--- config.mk ---
export PLATFORM = sky130hd
export DESIGN_NAME = charge_pump_current_config
export DESIGN_NICKNAME = d
export VERILOG_FILES = /design/src/pump_current_pkg.sv /design/src/charge_pump_current_config.sv
export SDC_FILE = /design/constraint.sdc
export NUM_CORES = 1
export LEC_CHECK = 0
export ABC_AREA = 1
export BUFFER_PORTS_ARGS = -buffer_cell sky130_fd_sc_hd__clkbuf_2
export CAP_MARGIN = 20
export CORE_ASPECT_RATIO = 1.2
export CORE_MARGIN = 5
export CORE_UTILIZATION = 65
export CTS_CLUSTER_SIZE = 20
export DETAILED_ROUTE_END_ITERATION = 16
export PLACE_DENSITY_LB_ADDON = 0.25
export SETUP_SLACK_MARGIN = 0.2
export SYNTH_ARGS = -nofsm -noshare
export SYNTH_HDL_FRONTEND = slang
export SYNTH_SLANG_ARGS = --single-unit
--- constraint.sdc ---
create_clock -name core_clk -period 12.4 [get_ports core_clk]
set_input_delay 2.48 -clock core_clk [delete_from_list [all_inputs] [get_ports core_clk]]
set_output_delay 2.48 -clock core_clk [all_outputs]
set_load 0.02 [all_outputs]
--- src/pump_current_pkg.sv ---
// package: register map, field layout and reset values of the charge-pump current bank
package pump_current_pkg;

  localparam int          AddrWidth          = 8;
  localparam int          DataWidth          = 16;
  localparam int          CodeWidth          = 5;
  localparam int          GainWidth          = 2;
  localparam int          CurWidth           = 16;

  // register offsets
  localparam logic [7:0]  IntPumpOffset      = 8'h28;
  localparam logic [7:0]  ExtPumpOffset      = 8'h29;
  localparam logic [7:0]  ExtSinkOffset      = 8'h2A;

  // reset values
  localparam logic [15:0] IntPumpReset       = 16'h101C;
  localparam logic [15:0] ExtPumpReset       = 16'h0810;
  localparam logic [15:0] ExtSinkReset       = 16'h0210;

  // field positions
  localparam int          ExtSourceLsb       = 7;
  localparam int          ExtGainLsb         = 5;
  localparam int          IntSinkLsb         = 0;
  localparam int          IntSourceLsb       = 8;
  localparam int          IntGainLsb         = 6;
  localparam int          ExtSinkLsb         = 0;

  // one code step in units of 1/4 uA (156.25 uA = 625 quarter-microamps)
  localparam logic [15:0] StepQuarter        = 16'h0271;

  typedef enum logic [1:0] {
    GAIN_1X  = 2'h0,
    GAIN_2X  = 2'h1,
    GAIN_1P5 = 2'h2,
    GAIN_2P5 = 2'h3
  } gain_type;

  typedef struct packed {
    logic [CodeWidth-1:0] sourceCode;
    logic [CodeWidth-1:0] sinkCode;
    gain_type             gain;
  } pump_cfg_type;

endpackage
--- src/charge_pump_current_config.sv ---
// charge-pump current configuration register bank
`timescale 1ns/100ps
`default_nettype none
// Function
// - external source code bits 11-7, reset 10h
// - external gain bits 6-5, four multipliers
// - internal sink code bits 4-0, reset 10h
// - internal source code bits 12-8, reset 10h
// - internal gain bits 7-6, four multipliers
// - loop current equals gain times base
// - reset values 810h and 101Ch
// - external sink code at 2Ah bits 4-0
module charge_pump_current_config
  import pump_current_pkg::*;
(
  input  wire logic                 core_clk,    // 25 MHz clock
  input  wire logic                 rstn,        // async reset, active low
  input  wire logic [AddrWidth-1:0] regAddr,     // register address
  input  wire logic [DataWidth-1:0] regWrData,   // write data
  input  wire logic                 regWrite,    // write strobe
  input  wire logic                 regRead,     // read strobe
  output logic      [DataWidth-1:0] regRdData,   // read data, cycle after strobe
  input  wire logic                 extOscMode,  // 1: external oscillator loop
  output pump_cfg_type              pumpCfg,     // selected codes and gain
  output logic      [CurWidth-1:0]  pumpCurrent  // loop current, 1/4 uA per lsb, 16-bit wrap
);

  // =====================================================================
  // registers
  logic [DataWidth-1:0] intPump_q, intPump_d;
  logic [DataWidth-1:0] extPump_q, extPump_d;
  logic [DataWidth-1:0] extSink_q, extSink_d;
  logic [DataWidth-1:0] rdData_q, rdData_d;
  pump_cfg_type         cfg_q, cfg_d;
  logic [CurWidth-1:0]  cur_q, cur_d;

  // field views
  logic [CodeWidth-1:0] extSourceCode;
  logic [CodeWidth-1:0] extSinkCode;
  logic [CodeWidth-1:0] intSourceCode;
  logic [CodeWidth-1:0] intSinkCode;
  gain_type             extGain;
  gain_type             intGain;

  // field extraction
  assign extSourceCode = extPump_q[ExtSourceLsb +: CodeWidth];
  assign extGain       = gain_type'(extPump_q[ExtGainLsb +: GainWidth]);
  assign intSinkCode   = extPump_q[IntSinkLsb +: CodeWidth];
  assign intSourceCode = intPump_q[IntSourceLsb +: CodeWidth];
  assign intGain       = gain_type'(intPump_q[IntGainLsb +: GainWidth]);
  assign extSinkCode   = extSink_q[ExtSinkLsb +: CodeWidth];

  // =====================================================================
  // register writes; full word stored, reserved bits are software's duty
  always_comb begin
    intPump_d = intPump_q;
    extPump_d = extPump_q;
    extSink_d = extSink_q;
    if (regWrite) begin
      case (regAddr)
        IntPumpOffset: intPump_d = regWrData;
        ExtPumpOffset: extPump_d = regWrData;
        ExtSinkOffset: extSink_d = regWrData;
        default: begin
        end
      endcase
    end
  end

  // read mux; unmapped addresses read zero
  always_comb begin
    rdData_d = '0;
    if (regRead) begin
      case (regAddr)
        IntPumpOffset: rdData_d = intPump_q;
        ExtPumpOffset: rdData_d = extPump_q;
        ExtSinkOffset: rdData_d = extSink_q;
        default:       rdData_d = '0;
      endcase
    end
  end

  // =====================================================================
  // pump current: base = (source+sink) * step, times gain
  function automatic logic [CurWidth-1:0] scaled(input logic [CodeWidth-1:0] a,
                                                  input logic [CodeWidth-1:0] b,
                                                  input gain_type g);
    logic [CurWidth-1:0] base;
    logic [CurWidth-1:0] half;
    base = CurWidth'({1'b0, a} + {1'b0, b}) * StepQuarter;
    half = base >> 1;
    case (g)
      GAIN_1X:  scaled = base;
      GAIN_2X:  scaled = base << 1;
      GAIN_1P5: scaled = base + half;
      GAIN_2P5: scaled = (base << 1) + half;
      default:  scaled = base;
    endcase
  endfunction

  // select the active configuration by oscillator mode
  always_comb begin
    if (extOscMode) begin
      cfg_d = '{sourceCode: extSourceCode, sinkCode: extSinkCode, gain: extGain};
      cur_d = scaled(extSourceCode, extSinkCode, extGain);
    end else begin
      cfg_d = '{sourceCode: intSourceCode, sinkCode: intSinkCode, gain: intGain};
      cur_d = scaled(intSourceCode, intSinkCode, intGain);
    end
  end

  // state registers
  always_ff @(posedge core_clk or negedge rstn) begin
    if (!rstn) begin
      intPump_q <= IntPumpReset;
      extPump_q <= ExtPumpReset;
      extSink_q <= ExtSinkReset;
      rdData_q  <= '0;
      cfg_q     <= '0;
      cur_q     <= '0;
    end else begin
      intPump_q <= intPump_d;
      extPump_q <= extPump_d;
      extSink_q <= extSink_d;
      rdData_q  <= rdData_d;
      cfg_q     <= cfg_d;
      cur_q     <= cur_d;
    end
  end

  assign regRdData   = rdData_q;
  assign pumpCfg     = cfg_q;
  assign pumpCurrent = cur_q;

  // =====================================================================
  // checks
  extWrite_a: assert property (@(posedge core_clk) disable iff (!rstn)
    regWrite && regAddr == ExtPumpOffset |=> extPump_q == $past(regWrData))
    else $error("external pump register not updated");
  readBack_a: assert property (@(posedge core_clk) disable iff (!rstn)
    regRead && regAddr == IntPumpOffset && !$past(regWrite) |=> regRdData == $past(intPump_q))
    else $error("internal pump readback mismatch");
  intSrc_a: assert property (@(posedge core_clk) disable iff (!rstn)
    !extOscMode ##1 1 |-> pumpCfg.sourceCode == $past(intPump_q[IntSourceLsb +: CodeWidth]))
    else $error("internal source code not applied");
  extSinkSel_a: assert property (@(posedge core_clk) disable iff (!rstn)
    extOscMode |=> pumpCfg.sinkCode == $past(extSink_q[ExtSinkLsb +: CodeWidth]))
    else $error("external sink code not applied");
  intSink_a: assert property (@(posedge core_clk) disable iff (!rstn)
    !extOscMode |=> pumpCfg.sinkCode == $past(extPump_q[IntSinkLsb +: CodeWidth]))
    else $error("internal sink code not applied");
  gainDouble_a: assert property (@(posedge core_clk) disable iff (!rstn)
    extOscMode && extGain == GAIN_2X |=> pumpCurrent ==
      CurWidth'(({1'b0, $past(extSourceCode)} + {1'b0, $past(extSinkCode)}) * StepQuarter * 2))
    else $error("external 2x gain wrong");
  gainOne_a: assert property (@(posedge core_clk) disable iff (!rstn)
    !extOscMode && intGain == GAIN_1X |=> pumpCurrent ==
      CurWidth'(({1'b0, $past(intSourceCode)} + {1'b0, $past(intSinkCode)}) * StepQuarter))
    else $error("internal 1x gain wrong");
  triState_a: assert property (@(posedge core_clk) disable iff (!rstn)
    extOscMode && extSourceCode == '0 && extSinkCode == '0 |=> pumpCurrent == '0)
    else $error("zero codes must give no current");

  // =====================================================================
  // usage notes
  // the bank stores every written bit, reserved ones included; keeping
  // the fixed patterns in the reserved fields is left to software, so a
  // careless write shows up on readback rather than being silently fixed.
  // source and sink codes are applied as written: odd or unequal codes in
  // the external pair are not refused here, the analog side sees them.
  // the loop current output is a 16-bit value in quarter-microamps; the
  // largest codes with the larger gains wrap, so it is an estimate for
  // monitoring and not a precise current.
  // the half-step gains use the base current halved and rounded down,
  // which matches the loose accuracy of the multipliers themselves.
  // the active configuration follows the mode pin one edge later and a
  // register write two edges after the write strobe.
  // reads never stall: data stands one cycle after the read strobe and
  // the read port returns zero in every other cycle.

  // =====================================================================
  // register write checks
  // internal register takes the written word
  intWrite_a: assert property (@(posedge core_clk) disable iff (!rstn)
    regWrite && regAddr == IntPumpOffset
    |=> intPump_q == $past(regWrData))
    else $error("internal pump register not updated");

  // external sink register takes the written word
  sinkWrite_a: assert property (@(posedge core_clk) disable iff (!rstn)
    regWrite && regAddr == ExtSinkOffset
    |=> extSink_q == $past(regWrData))
    else $error("external sink register not updated");

  // internal register holds without a write to it
  intHold_a: assert property (@(posedge core_clk) disable iff (!rstn)
    !(regWrite && regAddr == IntPumpOffset)
    |=> intPump_q == $past(intPump_q))
    else $error("internal pump register changed without write");

  // external register holds without a write to it
  extHold_a: assert property (@(posedge core_clk) disable iff (!rstn)
    !(regWrite && regAddr == ExtPumpOffset)
    |=> extPump_q == $past(extPump_q))
    else $error("external pump register changed without write");

  // sink register holds without a write to it
  sinkHold_a: assert property (@(posedge core_clk) disable iff (!rstn)
    !(regWrite && regAddr == ExtSinkOffset)
    |=> extSink_q == $past(extSink_q))
    else $error("external sink register changed without write");

  // =====================================================================
  // read port checks
  // external register reads back its contents
  extRead_a: assert property (@(posedge core_clk) disable iff (!rstn)
    regRead && regAddr == ExtPumpOffset
    |=> regRdData == $past(extPump_q))
    else $error("external pump readback mismatch");

  // sink register reads back its contents
  sinkRead_a: assert property (@(posedge core_clk) disable iff (!rstn)
    regRead && regAddr == ExtSinkOffset
    |=> regRdData == $past(extSink_q))
    else $error("external sink readback mismatch");

  // unmapped addresses read as zero
  unmappedRead_a: assert property (@(posedge core_clk) disable iff (!rstn)
    regRead && regAddr != IntPumpOffset && regAddr != ExtPumpOffset && regAddr != ExtSinkOffset
    |=> regRdData == '0)
    else $error("unmapped read not zero");

  // read data stands only after a read strobe
  idleRead_a: assert property (@(posedge core_clk) disable iff (!rstn)
    !regRead
    |=> regRdData == '0)
    else $error("read data outside read cycle");

  // =====================================================================
  // field application checks
  // external source code reaches the pump
  extSrc_a: assert property (@(posedge core_clk) disable iff (!rstn)
    extOscMode
    |=> pumpCfg.sourceCode == $past(extPump_q[ExtSourceLsb +: CodeWidth]))
    else $error("external source code not applied");

  // external gain field reaches the pump
  extGain_a: assert property (@(posedge core_clk) disable iff (!rstn)
    extOscMode
    |=> pumpCfg.gain == $past(extPump_q[ExtGainLsb +: GainWidth]))
    else $error("external gain not applied");

  // internal gain field reaches the pump
  intGain_a: assert property (@(posedge core_clk) disable iff (!rstn)
    !extOscMode
    |=> pumpCfg.gain == $past(intPump_q[IntGainLsb +: GainWidth]))
    else $error("internal gain not applied");

  // =====================================================================
  // loop current checks
  // internal one-and-a-half gain on the summed base
  gainHalf_a: assert property (@(posedge core_clk) disable iff (!rstn)
    !extOscMode && intGain == GAIN_1P5 |=> pumpCurrent ==
      CurWidth'((({1'b0, $past(intSourceCode)} + {1'b0, $past(intSinkCode)}) * StepQuarter) * 3 / 2))
    else $error("internal 1.5x gain wrong");

  // external two-and-a-half gain on the summed base
  gainTwoHalf_a: assert property (@(posedge core_clk) disable iff (!rstn)
    extOscMode && extGain == GAIN_2P5 |=> pumpCurrent ==
      CurWidth'((({1'b0, $past(extSourceCode)} + {1'b0, $past(extSinkCode)}) * StepQuarter) * 5 / 2))
    else $error("external 2.5x gain wrong");

endmodule
`default_nettype wire

==> results.cfg <==
[outcome]
run_status = finished clean

[timing]
maxSlewViolCount = 0
tns_ps = 0
tightest_slew_ps = 969.8
slew_headroom_pct = 35.19
fmax_ghz = 0.1629
fin_crit_ps = 6137
finalClockSkew_ps = 8.223
timing.final.ws_setup_ps = 6263
post-route-period-util_pct = 49.49
setup_viol_count_final = 0
rsz0062_at_grt = false
finalHoldViolCount = 0

[logic_synthesis]
synth-xor-area-share_pct = 2.356
synth_fp_nets = 1425
synthArstFlopShare_pct = 100.0
yosysMostFrequentCell = nand2_1
ys_ff_latch = 92
ys_top_cells_by_count = nand2_1, inv_1, o21ai_0
synth-main-ff-cell = dfrtp_1
netlist_area_um2 = 9135
synth_compound_area_share_pct = 20.41
yosysUniqueCellTypes = 47
synthMuxAreaShare_pct = 0
synth_top_family_by_area = simple AND/OR/NAND/NOR gates
syn_avg_cell_area_um2 = 7.227
ys_seq_area_share_pct = 25.31
yosys.area.top_type_share_pct = 23.01
ys_top_cells_by_area = dfrtp_1, ha_1, nand2_1
synth_edf_count = 0
synth_cells = 1264
synthSimpleGateAreaFrac_pct = 22.79
synthAdderAreaFrac_pct = 19.89
yosys.area.top_type = dfrtp_1
yosys_warnings = 0

[layout]
fin_nets = 1487
drive_above_1_share_pct = 11.04
syn_to_final_growth_pct = 8.670
diodes = 0
postLayoutCoreUtil_pct = 71.83

[worst_setup_path]
critPathSlowestCell = fa_1
cp_slowest_stage_delay_ps = 570
endpoint = pumpCurrent[14]$_DFF_PN0_
r2r-end = pumpCurrent[14]$_DFF_PN0_
arrival_ps = 6370
startpoint_type = flop
critical_path_class = reg2reg
reg2reg_depth = 27
worstPathRequired_ps = 12630
setup.worst_path.start = extPump_q[9]$_DFFE_PN0P_
crit_fanout = 10
crit_top_cell = nand2_1
end_kind = flop
reg2reg_from = extPump_q[9]$_DFFE_PN0P_
worst-r2r-setup-slack_ps = 6260

[routing]
wl_um = 25050
wl_per_cell_um = 16.68
vias_per_cell = 5.956
drt_iter0_drc = 834
antenna_left = 0
drc_errors = 0
vias = 8946
drt-pass1-iter-count = 6

[global_route]
grt_use_total_pct = 29.99
grt_pass1_wl_um = 41010
antenna_found_initial = 0
met3_usage_pct = 4.140
grt_use_met1_pct = 38.62
busiest_layer = met2
grtUsageMet2_pct = 50.01
grt_pass1_vias = 8477
grt-ovfl-total = 0
grt_max_degree = 79

[cts]
cts_max_level = 3
cts_root_buf = clkbuf_16
cts_tree = yes
clock-sinks = 92
clock_latency_ps = 350
cts_buffers = 9
hold_buffers = 0
clk_path_buf_depth = 2
cts.repair.resized = 0
clk_pin_slew_ps = 70
cts_setup_buffers = 0

[die]
die_area_um2 = 16530
coreArea_um2 = 13820
rows = 47
die_w_um = 118.2
ioPinCount = 73
start_util_pct = 66.10
fp.dieH_um = 139.9

[place]
port-buffer-count = 72
place_ws_ps = 6319
gp_routability_congestion = 1.053
hpwl_um = 19700

[worst_hold_path]
hold_class = reg2reg

[job]
max_cap_viol_count = 0

[power_and_ir_drop]
vdd_drop_max_uv = 128.7
cellLeakagePower_uw = 0.005509
power_density_nw_per_um2 = 113.1
==> metal layers <==
layer | vias up | share of wire, %
li1 | 4368 | -
met1 | 4100 | 41
met2 | 397 | 48
met3 | 81 | 6.7
met4 | 0 | 4.5
met5 | - | 0
==> where the power goes <==
part / switching [uW] / internal [uW]
logic: 339 / 168
clock network: 124 / 157
registers: 12.8 / 322
total: 476 / 647
==> metrics by stage <==
stage / total power (uW) / hold slack [ps] / area [um2] / std cells
floorplan: 708.3 / 453.4 / 9135 / 1264
global placement: 828.8 / 465.7 / 9633 / 1486
detailed placement: 836.5 / 473.4 / 9633 / 1486
CTS: 1117 / 490.2 / 9927 / 1502
global route: 1202 / 510.8 / 9927 / 1502
finish: 1123 / 490.5 / 9927 / 1502
==> flip-flops by register name (all words and copies together), names as in the netlist <==
signal and count:
pumpCurrent 16, intPump_q 16, extSink_q 16, extPump_q 16, pumpCfg 12, regRdData 16
==> how the worst min path moves through the flow <==
stage | startpoint | depth (start not counted) | endpoint | slack (ps)
finish | intPump_q[5]$_DFFE_PN0P_ | 2 | intPump_q[5]$_DFFE_PN0P_ | 490
global route | extSink_q[9]$_DFFE_PN1P_ | 2 | extSink_q[9]$_DFFE_PN1P_ | 510
CTS | intPump_q[5]$_DFFE_PN0P_ | 2 | intPump_q[5]$_DFFE_PN0P_ | 490
detailed placement | intPump_q[14]$_DFFE_PN0P_ | 2 | intPump_q[14]$_DFFE_PN0P_ | 470
global placement | intPump_q[0]$_DFFE_PN0P_ | 2 | intPump_q[0]$_DFFE_PN0P_ | 470
floorplan | extSink_q[10]$_DFFE_PN0P_ | 2 | extSink_q[10]$_DFFE_PN0P_ | 450
==> critical path, delay by kind of cell, from the launching register on <==
kind / cells / cell delay [ps]
adder cells (fa/ha/maj): 6 / 2540
AND/OR/NAND/NOR: 11 / 1250
AO/OA/AOI/OAI: 5 / 940
buffers and inverters: 4 / 500
flip-flops: 1 / 440
XOR/XNOR: 1 / 350
==> logic make-up after synthesis <==
group	count (synthesis)
AOI/OAI and AO/OA	320
adders and majority gates	132
xor gates and xnor gates	22
and+or+nand+nor	477
DFF	92
buffers and inverters	221
==> layout by cell type (no fill, tap or decap), drive strengths merged, types with 2 or more instances in the layout <==
| master | instances |
|---|---|
| o211a | 2 |
| clkinvlp | 3 |
| inv | 197 |
| a221oi | 4 |
| a211oi | 2 |
| xor2 | 15 |
| nor2 | 50 |
| dfstp | 8 |
| nand3b | 7 |
| o21bai | 11 |
| nor3 | 14 |
| xnor2 | 7 |
| or2 | 7 |
| nand3 | 65 |
| clkbuf | 82 |
| o211ai | 20 |
| ha | 110 |
| dfrtp | 84 |
| o2111ai | 2 |
| o31ai | 4 |
| nand4 | 18 |
| nand2 | 315 |
| a21o | 7 |
| a21oi | 102 |
| a31oi | 4 |
| o21a | 3 |
| o21ai | 142 |
| o221ai | 6 |
| a21boi | 11 |
| fa | 22 |
| buf | 5 |
==> final cells by class <==
cell class	instances	area, um2
Clock buffer	11	232.7
Clock inverter	5	61.31
Tap cell	171	214.0
Timing Repair Buffer	76	392.9
Multi-Input combinational cell	951	5978
Sequential cell	92	2312
Inverter	196	735.7
Fill cell	1114	3892
No activity file was read; power rests on OpenSTA's default activity.
